--- config.mk ---
export PLATFORM = sky130hd
export DESIGN_NAME = lpx_primitive_exchange
export DESIGN_NICKNAME = d
export VERILOG_FILES = /design/src/common/lpx_pkg.sv /design/src/hw/lpx_primitive_exchange.sv
export SDC_FILE = /design/constraint.sdc
export NUM_CORES = 1
export LEC_CHECK = 0
export BUFFER_PORTS_ARGS = -buffer_cell sky130_fd_sc_hd__clkbuf_2
export CORE_MARGIN = 2
export CORE_UTILIZATION = 39
export DETAILED_ROUTE_END_ITERATION = 10
export GPL_ROUTABILITY_DRIVEN = 0
export HOLD_SLACK_MARGIN = 0.05
export PLACE_DENSITY = 0.78
export SLEW_MARGIN = 25
export SYNTH_ARGS = -nofsm -noshare
export SYNTH_HDL_FRONTEND = slang
export SYNTH_SLANG_ARGS = --single-unit
--- constraint.sdc ---
create_clock -name aclk -period 1.54 [get_ports aclk]
set_input_delay 0.077 -clock aclk [delete_from_list [all_inputs] [get_ports aclk]]
set_output_delay 0.077 -clock aclk [all_outputs]
set_load 0.01 [all_outputs]
--- src/common/lpx_pkg.sv ---
package lpx_pkg;
  localparam logic [3:0] LPX_ADDR_CMD_STATUS = 4'h0;
  localparam logic [3:0] LPX_ADDR_CONTROL = 4'h4;
  localparam logic [3:0] LPX_ADDR_PHASE = 4'h8;
  localparam logic [3:0] LPX_ADDR_EVENT = 4'hC;
  localparam int LPX_BIT_CONFLICT = 15;
  localparam int LPX_BIT_PENDING = 14;
  localparam int LPX_BIT_PARAM = 13;
  localparam int LPX_CODE_HI = 12;
  localparam int LPX_CODE_LO = 8;
  localparam int LPX_BIT_LOST = 7;
  localparam int LPX_BIT_IND_VALID = 6;
  localparam int LPX_REASON_HI = 5;
  localparam int LPX_REASON_LO = 4;
  localparam int LPX_IND_HI = 3;
  localparam int LPX_IND_LO = 0;
  localparam int LPX_BIT_TX_OFF = 0;
  localparam int LPX_BIT_RX_OFF = 1;
  localparam int LPX_BIT_INT_EN = 2;
  localparam logic [15:0] LPX_CSR_RESET = 16'h0000;
  localparam logic [4:0] LPX_CMD_STOP = 5'h00;
  localparam logic [4:0] LPX_CMD_START = 5'h01;
  localparam logic [4:0] LPX_CMD_CONNECT = 5'h02;
  localparam logic [4:0] LPX_CMD_RESET = 5'h04;
  localparam logic [1:0] LPX_RESP_OKAY = 2'h0;
  localparam logic [1:0] LPX_RESP_SLVERR = 2'h2;
  localparam logic [2:0] LPX_SWRST_CYCLES = 3'h4;
  typedef enum logic [1:0]
  {
    LPX_STOPPED = 2'b00,
    LPX_DISCONNECTED = 2'b01,
    LPX_INFO_XFER = 2'b11,
    LPX_TRANSPARENT = 2'b10
  } lpx_phase_t;
endpackage

--- src/hw/lpx_primitive_exchange.sv ---
// Design decisions made here: the AXI4-Lite interface to the registers and the placing of the registers.
`timescale 1ns/1ps
// Overview of operation
// - set conflict flag bit 15 when a command clashes with current phase
// - conflict flag clears only by write-one, bus reset or software reset
// - host sets pending bit 14; device clears it after processing; reset clears
// - connect/reset with parameter 0 retransmits unacknowledged frames
// - connect/reset with parameter 1 discards frames and returns descriptors
// - stop enters stopped phase: dma halts, transmitter idles ones, rx ignored
// - stop during a frame aborts it by driving ones at once
// - stop with parameter 1 performs full software reset
// - start with parameter 0 resets rings, enters disconnected, sends flags
// - start with parameter 1 enters information transfer directly
// - start accepted only when stopped or transparent, else conflict
// - indication valid set by device, cleared by write-one or reset
// - two-bit reason in bits 5:4 accompanies certain indications
// - disconnect reasons are passed through from the protocol engine
// - reset, error and busy reasons are passed through likewise
// - indication code bits 3:0 written together with valid flag
// - every indication update sets the indication interrupt flag
// - start enables rings unless disabled; stop disables both rings
module lpx_primitive_exchange
  import lpx_pkg::*;
(
  input wire logic aclk,
  input wire logic aresetn,
  input wire logic [3:0] s_axi_awaddr,
  input wire logic s_axi_awvalid,
  output logic s_axi_awready,
  input wire logic [31:0] s_axi_wdata,
  input wire logic [3:0] s_axi_wstrb,
  input wire logic s_axi_wvalid,
  output logic s_axi_wready,
  output logic [1:0] s_axi_bresp,
  output logic s_axi_bvalid,
  input wire logic s_axi_bready,
  input wire logic [3:0] s_axi_araddr,
  input wire logic s_axi_arvalid,
  output logic s_axi_arready,
  output logic [31:0] s_axi_rdata,
  output logic [1:0] s_axi_rresp,
  output logic s_axi_rvalid,
  input wire logic s_axi_rready,
  input wire logic ind_strobe,
  input wire logic [3:0] ind_code,
  input wire logic [1:0] ind_reason,
  input wire logic ind_lost,
  input wire logic transparent_req,
  input wire logic tx_in_frame,
  output logic [1:0] link_phase,
  output logic dma_halt,
  output logic tx_force_ones,
  output logic tx_abort,
  output logic rx_ignore,
  output logic ring_reset,
  output logic tx_ring_enabled,
  output logic rx_ring_enabled,
  output logic retransmit_unacked,
  output logic discard_unacked,
  output logic soft_reset,
  output logic indication_interrupt_flag
);
  logic user_cmd_conflict_flag, next_user_cmd_conflict_flag;
  logic user_cmd_pending, next_user_cmd_pending;
  logic user_cmd_param, next_user_cmd_param;
  logic [4:0] user_cmd_code, next_user_cmd_code;
  logic provider_ind_lost, next_provider_ind_lost;
  logic provider_ind_valid, next_provider_ind_valid;
  logic [1:0] provider_ind_reason, next_provider_ind_reason;
  logic [3:0] provider_ind_code, next_provider_ind_code;
  logic tx_ring_off, next_tx_ring_off, rx_ring_off, next_rx_ring_off, int_enable, next_int_enable;
  lpx_phase_t phase, next_phase;
  logic next_tx_ring, next_rx_ring, next_int_flag;
  logic next_ring_reset, next_retx, next_discard, next_tx_abort;
  logic [2:0] swrst_cnt, next_swrst_cnt;
  logic aw_held, next_aw_held, w_held, next_w_held;
  logic [3:0] aw_addr, next_aw_addr;
  logic [31:0] w_data, next_w_data;
  logic [3:0] w_strb, next_w_strb;
  logic bvalid_q, next_bvalid, rvalid_q, next_rvalid;
  logic [1:0] bresp_q, next_bresp, rresp_q, next_rresp;
  logic [31:0] rdata_q, next_rdata;
  logic wr_fire, soft_rst_n;
  logic [15:0] csr_view;

  function automatic logic addr_mapped(input logic [3:0] a);
    addr_mapped = (a == LPX_ADDR_CMD_STATUS) || (a == LPX_ADDR_CONTROL) ||
                  (a == LPX_ADDR_PHASE) || (a == LPX_ADDR_EVENT);
  endfunction

  assign soft_rst_n = aresetn && (swrst_cnt == 3'h0);
  assign wr_fire = aw_held && w_held && !bvalid_q;
  assign csr_view = {user_cmd_conflict_flag, user_cmd_pending, user_cmd_param, user_cmd_code,
                     provider_ind_lost, provider_ind_valid, provider_ind_reason, provider_ind_code};

  // bus slave: address and data taken in either order, one write and one read at a time
  always_comb
  begin
    next_aw_held = aw_held;
    next_aw_addr = aw_addr;
    next_w_held = w_held;
    next_w_data = w_data;
    next_w_strb = w_strb;
    next_bvalid = bvalid_q;
    next_bresp = bresp_q;
    next_rvalid = rvalid_q;
    next_rresp = rresp_q;
    next_rdata = rdata_q;
    if (s_axi_awvalid && !aw_held)
    begin
      next_aw_held = 1'b1;
      next_aw_addr = s_axi_awaddr;
    end
    if (s_axi_wvalid && !w_held)
    begin
      next_w_held = 1'b1;
      next_w_data = s_axi_wdata;
      next_w_strb = s_axi_wstrb;
    end
    if (wr_fire)
    begin
      next_aw_held = 1'b0;
      next_w_held = 1'b0;
      next_bvalid = 1'b1;
      next_bresp = addr_mapped(aw_addr) ? LPX_RESP_OKAY : LPX_RESP_SLVERR;
    end
    else if (bvalid_q && s_axi_bready)
    begin
      next_bvalid = 1'b0;
    end
    if (s_axi_arvalid && !rvalid_q)
    begin
      next_rvalid = 1'b1;
      next_rresp = addr_mapped(s_axi_araddr) ? LPX_RESP_OKAY : LPX_RESP_SLVERR;
      unique case (s_axi_araddr)
        LPX_ADDR_CMD_STATUS: next_rdata = {16'h0000, csr_view};
        LPX_ADDR_CONTROL: next_rdata = {29'h0, int_enable, rx_ring_off, tx_ring_off};
        LPX_ADDR_PHASE: next_rdata = {26'h0, rx_ring_enabled, tx_ring_enabled, 2'h0, phase};
        LPX_ADDR_EVENT: next_rdata = {31'h0, indication_interrupt_flag};
        default: next_rdata = 32'h0000_0000;
      endcase
    end
    else if (rvalid_q && s_axi_rready)
    begin
      next_rvalid = 1'b0;
    end
  end

  always_ff @(posedge aclk)
  begin
    if (!aresetn)
    begin
      aw_held <= 1'b0;
      aw_addr <= 4'h0;
      w_held <= 1'b0;
      w_data <= 32'h0000_0000;
      w_strb <= 4'h0;
      bvalid_q <= 1'b0;
      bresp_q <= LPX_RESP_OKAY;
      rvalid_q <= 1'b0;
      rresp_q <= LPX_RESP_OKAY;
      rdata_q <= 32'h0000_0000;
    end
    else
    begin
      aw_held <= next_aw_held;
      aw_addr <= next_aw_addr;
      w_held <= next_w_held;
      w_data <= next_w_data;
      w_strb <= next_w_strb;
      bvalid_q <= next_bvalid;
      bresp_q <= next_bresp;
      rvalid_q <= next_rvalid;
      rresp_q <= next_rresp;
      rdata_q <= next_rdata;
    end
  end

  assign s_axi_awready = !aw_held;
  assign s_axi_wready = !w_held;
  assign s_axi_arready = !rvalid_q;
  assign s_axi_bvalid = bvalid_q;
  assign s_axi_bresp = bresp_q;
  assign s_axi_rvalid = rvalid_q;
  assign s_axi_rresp = rresp_q;
  assign s_axi_rdata = rdata_q;

  // command register, interpreter and indication capture
  always_comb
  begin
    next_user_cmd_conflict_flag = user_cmd_conflict_flag;
    next_user_cmd_pending = user_cmd_pending;
    next_user_cmd_param = user_cmd_param;
    next_user_cmd_code = user_cmd_code;
    next_provider_ind_lost = provider_ind_lost;
    next_provider_ind_valid = provider_ind_valid;
    next_provider_ind_reason = provider_ind_reason;
    next_provider_ind_code = provider_ind_code;
    next_tx_ring_off = tx_ring_off;
    next_rx_ring_off = rx_ring_off;
    next_int_enable = int_enable;
    next_phase = phase;
    next_tx_ring = tx_ring_enabled && !tx_ring_off;
    next_rx_ring = rx_ring_enabled && !rx_ring_off;
    next_int_flag = indication_interrupt_flag;
    next_ring_reset = 1'b0;
    next_retx = 1'b0;
    next_discard = 1'b0;
    next_tx_abort = 1'b0;
    next_swrst_cnt = (swrst_cnt != 3'h0) ? swrst_cnt - 3'h1 : 3'h0;
    if (transparent_req && phase != LPX_STOPPED)
    begin
      next_phase = LPX_TRANSPARENT;
    end
    if (wr_fire && aw_addr == LPX_ADDR_CMD_STATUS)
    begin
      if (w_strb[1])
      begin
        if (w_data[LPX_BIT_CONFLICT])
        begin
          next_user_cmd_conflict_flag = 1'b0;
        end
        next_user_cmd_param = w_data[LPX_BIT_PARAM];
        next_user_cmd_code = w_data[LPX_CODE_HI:LPX_CODE_LO];
        if (w_data[LPX_BIT_PENDING])
        begin
          next_user_cmd_pending = 1'b1;
        end
      end
      if (w_strb[0] && w_data[LPX_BIT_IND_VALID])
      begin
        next_provider_ind_valid = 1'b0;
      end
    end
    if (wr_fire && aw_addr == LPX_ADDR_CONTROL && w_strb[0])
    begin
      next_tx_ring_off = w_data[LPX_BIT_TX_OFF];
      next_rx_ring_off = w_data[LPX_BIT_RX_OFF];
      next_int_enable = w_data[LPX_BIT_INT_EN] && (phase != LPX_STOPPED);
    end
    if (wr_fire && aw_addr == LPX_ADDR_EVENT && w_strb[0] && w_data[0])
    begin
      next_int_flag = 1'b0;
    end
    // command executes the cycle after the pending flag is written
    if (user_cmd_pending)
    begin
      // a command written in this very cycle stays pending
      next_user_cmd_pending = wr_fire && (aw_addr == LPX_ADDR_CMD_STATUS) && w_strb[1] &&
                              w_data[LPX_BIT_PENDING];
      unique case (user_cmd_code)
        LPX_CMD_STOP:
        begin
          next_phase = LPX_STOPPED;
          next_tx_abort = tx_in_frame;
          next_tx_ring = 1'b0;
          next_rx_ring = 1'b0;
          next_int_enable = 1'b0;
          next_int_flag = 1'b0;
          if (user_cmd_param)
          begin
            next_swrst_cnt = LPX_SWRST_CYCLES;
          end
        end
        LPX_CMD_START:
        begin
          if (phase == LPX_STOPPED || phase == LPX_TRANSPARENT)
          begin
            next_phase = user_cmd_param ? LPX_INFO_XFER : LPX_DISCONNECTED;
            next_ring_reset = !user_cmd_param;
            next_tx_ring = !tx_ring_off;
            next_rx_ring = !rx_ring_off;
          end
          else
          begin
            next_user_cmd_conflict_flag = 1'b1;
          end
        end
        LPX_CMD_CONNECT, LPX_CMD_RESET:
        begin
          if (phase == LPX_STOPPED)
          begin
            next_user_cmd_conflict_flag = 1'b1;
          end
          else
          begin
            next_phase = LPX_INFO_XFER;
            next_retx = !user_cmd_param;
            next_discard = user_cmd_param;
          end
        end
        default:
        begin
          if (phase == LPX_STOPPED)
          begin
            next_user_cmd_conflict_flag = 1'b1;
          end
        end
      endcase
    end
    // a new indication wins over a same-cycle host clear
    if (ind_strobe && phase != LPX_STOPPED)
    begin
      next_provider_ind_valid = 1'b1;
      next_provider_ind_code = ind_code;
      next_provider_ind_reason = ind_reason;
      next_provider_ind_lost = ind_lost;
      next_int_flag = 1'b1;
    end
  end

  always_ff @(posedge aclk)
  begin
    if (!soft_rst_n)
    begin
      user_cmd_conflict_flag <= 1'b0;
      user_cmd_pending <= 1'b0;
      user_cmd_param <= 1'b0;
      user_cmd_code <= 5'h00;
      provider_ind_lost <= 1'b0;
      provider_ind_valid <= 1'b0;
      provider_ind_reason <= 2'h0;
      provider_ind_code <= 4'h0;
      tx_ring_off <= 1'b0;
      rx_ring_off <= 1'b0;
      int_enable <= 1'b0;
      phase <= LPX_STOPPED;
      tx_ring_enabled <= 1'b0;
      rx_ring_enabled <= 1'b0;
      indication_interrupt_flag <= 1'b0;
      ring_reset <= 1'b0;
      retransmit_unacked <= 1'b0;
      discard_unacked <= 1'b0;
      tx_abort <= 1'b0;
    end
    else
    begin
      user_cmd_conflict_flag <= next_user_cmd_conflict_flag;
      user_cmd_pending <= next_user_cmd_pending;
      user_cmd_param <= next_user_cmd_param;
      user_cmd_code <= next_user_cmd_code;
      provider_ind_lost <= next_provider_ind_lost;
      provider_ind_valid <= next_provider_ind_valid;
      provider_ind_reason <= next_provider_ind_reason;
      provider_ind_code <= next_provider_ind_code;
      tx_ring_off <= next_tx_ring_off;
      rx_ring_off <= next_rx_ring_off;
      int_enable <= next_int_enable;
      phase <= next_phase;
      tx_ring_enabled <= next_tx_ring;
      rx_ring_enabled <= next_rx_ring;
      indication_interrupt_flag <= next_int_flag;
      ring_reset <= next_ring_reset;
      retransmit_unacked <= next_retx;
      discard_unacked <= next_discard;
      tx_abort <= next_tx_abort;
    end
  end

  // software reset timer survives its own reset, cleared only by the bus reset
  always_ff @(posedge aclk)
  begin
    if (!aresetn)
    begin
      swrst_cnt <= 3'h0;
      soft_reset <= 1'b0;
      link_phase <= 2'b00;
      dma_halt <= 1'b1;
      tx_force_ones <= 1'b1;
      rx_ignore <= 1'b1;
    end
    else
    begin
      swrst_cnt <= next_swrst_cnt;
      soft_reset <= (next_swrst_cnt != 3'h0);
      link_phase <= next_phase;
      dma_halt <= (next_phase == LPX_STOPPED);
      tx_force_ones <= (next_phase == LPX_STOPPED);
      rx_ignore <= (next_phase == LPX_STOPPED);
    end
  end
endmodule

[After elaboration in Yosys (flattened, before gate mapping)]
Index checks and enable logic that the tools add are counted.
Word-level totals
  register bits after elaboration: 97
  bits of input ports: 61
Cells by class
  add/sub/neg operators: 1
  equality and inequality tests: 10
  muxes and demuxes: 44
  bitwise logic cells: 4
  reductions and logical operators: 56
Operator list (number)
  16-bit one-hot mux with 4 select lines: 1
  1-bit 2-to-1 mux: 28
  1-bit logical AND: 22
  4-bit equality test, second input constant: 4
  2-bit 2-to-1 mux: 7
  3-bit 2-to-1 mux: 4
  2-bit nonzero test: 5
  4-bit by 3-bit equality test with 1-bit output, second input constant: 2
  4-bit logical NOT: 2
  1-bit logical NOT: 7
  1-bit logical OR: 7
  1-bit one-hot mux with 2 select lines: 3
  2-bit one-hot mux with 3 select lines: 1
  3-bit nonzero test: 2
  5-bit by 1-bit equality test with 1-bit output, second input constant: 1
  5-bit by 2-bit equality test with 1-bit output, second input constant: 1
  5-bit by 3-bit equality test with 1-bit output, second input constant: 1
  5-bit logical NOT: 1
  2-bit logical NOT: 2
  1-bit NOT: 4
  2-bit AND reduction: 2
  4-bit AND reduction: 1
  2-bit OR reduction: 2
  4-bit OR reduction: 1
  other kinds (4): 4

[Depth between registers and ports, before layout]
  depth after elaboration: 9
  depth in mapped cells: 6
  depth with buffers taken out: 5

[Worst setup path before layout]
OpenSTA, ideal clock, no wires.
  kind: reg-to-reg
  from: register bvalid_q, in the netlist s_axi_bvalid
  to: register user_cmd_conflict_flag
  setup time: 0.126 ns
  arrival time: 1.334 ns
  setup slack: 0.080 ns
  stages on the path, launching flop included: 7
  buffers on the path: 1
  clock period less this slack: 1.460 ns
  cells stage by stage: dfxtp_1 > and3b_1 > clkbuf_1 > and2_1 > nand3_2 > o21ai_0 > a21oi_1
On the way
  word-level cells in the longest chain between the ends: 7
  elaborated cells between the ends (all ways): 8
  those cells by class: mux (5); reduce/logical (3)
RTL lines
  start, declared: RTL line lpx_primitive_exchange.sv:80  | logic bvalid_q, next_bvalid, rvalid_q, next_rvalid;
  start signal, assigned: RTL line lpx_primitive_exchange.sv:171  | bvalid_q <= next_bvalid;
  1-bit logical NOT (*): RTL line lpx_primitive_exchange.sv:92  | assign wr_fire = aw_held && w_held && !bvalid_q;
  1-bit logical AND (*): RTL line lpx_primitive_exchange.sv:92
  1-bit logical AND (*): RTL line lpx_primitive_exchange.sv:215  | if (wr_fire && aw_addr == LPX_ADDR_CMD_STATUS)
  1-bit 2-to-1 mux (*): RTL line lpx_primitive_exchange.sv:215
  1-bit 2-to-1 mux (on tied branches): RTL line lpx_primitive_exchange.sv:281, lpx_primitive_exchange.sv:294, lpx_primitive_exchange.sv:267
  1-bit one-hot mux with 2 select lines: RTL line lpx_primitive_exchange.sv:251  | unique case (user_cmd_code)
  1-bit 2-to-1 mux (*): RTL line lpx_primitive_exchange.sv:246  | if (user_cmd_pending)
  end signal, assigned: RTL line lpx_primitive_exchange.sv:338  | user_cmd_conflict_flag <= next_user_cmd_conflict_flag;
  end, declared: RTL line lpx_primitive_exchange.sv:63  | logic user_cmd_conflict_flag, next_user_cmd_conflict_flag;
Every way passes the cells marked *; elsewhere a longest branch is shown, timed or not.
A chain may end at the register's enable or synchronous reset.

[Worst setup path after layout]
  from: register user_cmd_code[1]
  to: register soft_reset
On the way
  word-level cells in the longest chain between the ends: 4
RTL lines
  start, declared: RTL line lpx_primitive_exchange.sv:66  | logic [4:0] user_cmd_code, next_user_cmd_code;
  start signal, assigned: RTL line lpx_primitive_exchange.sv:341  | user_cmd_code <= next_user_cmd_code;
  5-bit logical NOT: RTL line lpx_primitive_exchange.sv:251
  3-bit 2-to-1 mux: RTL line lpx_primitive_exchange.sv:251
  3-bit 2-to-1 mux: RTL line lpx_primitive_exchange.sv:246
  3-bit nonzero test: RTL line lpx_primitive_exchange.sv:375  | soft_reset <= (next_swrst_cnt != 3'h0);
  end signal, assigned: RTL line lpx_primitive_exchange.sv:375
  end, declared: RTL line lpx_primitive_exchange.sv:60  | output logic soft_reset,
No other way between the ends.

==> summary.txt <==
Logic synthesis
  – Post-synthesis cell type count: 40
  – Top post-synthesis cells by area: sky130_fd_sc_hd__dfxtp_1 48%, sky130_fd_sc_hd__mux2i_1 7.0%, sky130_fd_sc_hd__nand2_1 5.0%, sky130_fd_sc_hd__buf_4 4.8%, sky130_fd_sc_hd__nor2b_1 4.6%
  – Count of synthesis-stage warnings from yosys: 0
  – Portion of the post-synthesis area used by sequential elements: 48.0%
  – Netlist area before placement: 3130 um^2
  – Portion of synthesized cell area occupied by the leading cell type: between 40% and 50%
  – Proportion of register bits with asynchronous set or reset after synthesis: 0%
  – Number of flip-flops and latches in the synthesized netlist: 75
  – Synthesized instance count: 342
  – EDFF count, synth: 0
  – Synthesized area per cell: 9.14 um^2
  – Most used DFF post-synth: sky130_fd_sc_hd__dfxtp_1
  – Synth area leader: sky130_fd_sc_hd__dfxtp_1

Floorplan
  – Die X-Extent: roughly 94 um
  – Number of core rows: 32
  – Starting Density: 40.3%
  – Number of placed I/O pins: 115
  – Overall die height: between 90 and 100 um
  – Die area: around 8700 um^2
  – Total core area: 7770 um^2

STA
  – Hold Vio Cnt, Final: 0
  – Final Worst Setup Slack: 0.0250 ns
  – Count of endpoints failing setup in the final report: 0
  – Time the final worst path needs with I/O delays and setup: 1.52 ns
  – Maximum frequency from static timing analysis: 0.660 GHz
  – Total negative slack: 0 ns
  – Number of slew-limit violations in the final report: 0
  – Unrepaired setup endpoints after global routing: true
  – Final clock period utilization by the worst path: 98.4%
  – Post-route clock skew: 0.00791 ns

Drt
  – Vias: between 2000 and 3000
  – Count of unresolved DRC violations after routing: 0
  – Wire length reported by the detailed router: 7450 um
  – Post-DR wirelength/cell: around 13 um
  – Violation count after the first detailed-route iteration: 127
  – First-pass detailed-route iteration total: 4
  – Mean number of vias per cell: 4.74
  – Final ANT Viol Nets: 0

Clocking
  – Clock Root Buffer: sky130_fd_sc_hd__clkbuf_8
  – TritonCTS Buffers: 9
  – CTS tree: built
  – H-Tree Depth: 3
  – Worst-skew pair later-pin latency: around 0.35 ns
  – Maximum count of clock buffers along a single path: 2
  – Reg clk slew, reported paths: 0.08 ns
  – Number of sinks handled by clock tree synthesis: 75

Min path
  – Path class of the lowest-slack min-delay path: in2reg

Worst setup path
  – Maximum fanout encountered on the critical timing path: 6
  – Endpoint required time on the critical path: 1.78 ns
  – Kind of capture point of the worst setup path: flip-flop
  – Kind of start point of the critical path: flip-flop
  – Setup CP Type: reg2reg
  – CP arrival: 1.75 ns

Status
  – Outcome: completed

Global route
  – GRT overflow: 0
  – Global-route total usage across every layer: 17.1%
  – Number of antenna violations at the first check in global routing: 0
  – Maximum number of pins on one net before global-route repair: 33
  – First-pass GRT wire length: approximately 12000 um
  – Vias in the first global route: 2535

Cells and area
  – Leading cell types in the layout, fill and taps excluded: 74 x sky130_fd_sc_hd__clkbuf_2, 71 x sky130_fd_sc_hd__dfxtp_1, 42 x sky130_fd_sc_hd__nand2_1
  – Area added between synthesis and finish: 34.2%
  – Antenna cells: 0
  – Share of layout cells above drive strength 1: between 20% and 30%
  – # nets final: ~520
  – Commonest non-fill, non-tap cell in the layout: sky130_fd_sc_hd__clkbuf_2

Power
  – Leakage power figure: 1.88 nW
  – IR Drop Worst-Case VDD: 0.508 mV
  – Power per unit of standard cell area: about 910 nW/um^2

Placement
  – Port-buffer cells: 74
  – Post-Place Worst Slack: -0.0492 ns
  – Final HPWL from detailed placement: roughly 5300 um

Job
  – Number of maximum-capacitance violations: 0
[flip-flops by register name (all words and copies together) (netlist names), 2 cells and up]
name	flops
w_strb	2
provider_ind_reason	2
aw_addr	4
provider_ind_code	4
user_cmd_code	5
phase	2
s_axi_rdata	16
link_phase	2
w_data	12
swrst_cnt	3
[final cells by class]
| type | instances | area, um^2 |
|---|---|---|
| clock buffer | 9 | 124 |
| clock inverter | 7 | 68.8 |
| fill | 707 | 3570 |
| inverter | 6 | 22.5 |
| multi-input combinational | 239 | 1490 |
| sequential | 75 | 1510 |
| tap | 102 | 128 |
| timing repair buffer | 127 | 848 |
[critical path, stage by stage (launching register included)]
cell and delay, ns:
sky130_fd_sc_hd__dfxtp_4 0.38, sky130_fd_sc_hd__nor4_4 0.33, sky130_fd_sc_hd__buf_4 0.17, sky130_fd_sc_hd__and3b_2 0.20, sky130_fd_sc_hd__and2_4 0.15, sky130_fd_sc_hd__nand2b_4 0.13, sky130_fd_sc_hd__o21bai_1 0.06
[cells by family after synthesis]
logic type | share of synthesized area [%]
compound gates | 14.0
xor+xnor | 0.280
fa+ha+maj | 0.800
buf+inv | 7.84
flops | 48.0
mux | 7.76
other cells | 0.120
simple gates | 21.1
[per-stage QoR]
stage | cells | hold slack, ns | power, mW | util [%] | cell area (um^2)
floorplan | 359 | 0.215 | 2.24 | - | 3190
global placement | 515 | 0.309 | 2.32 | 46.5 | 3610
detailed placement | 515 | 0.312 | 2.33 | 46.5 | 3610
CTS | 564 | 0.0669 | 3.84 | 53.3 | 4140
global route | 565 | 0.0941 | 3.97 | 54.0 | 4200
finish | 565 | 0.0777 | 3.81 | 54.0 | 4200
[path summary, 6_finish.rpt]
| check | from | to | slack (ns) | cells past startpoint |
|---|---|---|---|---|
| min reg2reg | w_data[14] | user_cmd_pending | 0.44 | 2 |
| min | s_axi_bready | s_axi_bvalid | 0.08 | 3 |
| max | user_cmd_code[1] | soft_reset | 0.02 | 6 |
| max reg2reg | user_cmd_code[1] | soft_reset | 0.02 | 6 |
[metal layers]
metal | GRT usage (%) | routed length, um | share of wire [%] | vias up
met1 | 21.5 | 3400 | 46 | 1231
met3 | 3.71 | 356 | 4.8 | 16
met4 | 7.73 | 157 | 2.1 | 0
met2 | 28.2 | 3530 | 47 | 76
met5 | 0 | 0 | 0 | -
li1 | - | - | - | 1353
[Yosys cell counts (all sizes together) (3+ instances only)]
library cell and count:
o211ai 4, and2 7, buf 21, and3 4, nor4 5, nor2 29
a22oi 13, a21oi 12, inv 6, a21boi 14, dfxtp 75, nand2b 4
and3b 3, nor2b 23, clkbuf 18, mux2i 22, nor3 7, o21ai 12
nand2 42
[power breakdown]
part / switching, mW / leakage [nW] / internal [mW]
sequential: 0.0284 / 0.611 / 1.97
combinational: 0.172 / 1.17 / 0.174
clock: 0.723 / 0.0950 / 0.741
[repair_timing]
action | CTS | global route
setup buffers | 1 | 1
endpoints found under the setup margin | 3 | 11
pin swaps | 2 | 4
endpoints found under the hold margin | 32 | 0
gates cloned | 0 | 0
resized for setup | 2 | 14
hold buffers | 32 | 0
No activity file was read; power rests on OpenSTA's default activity.
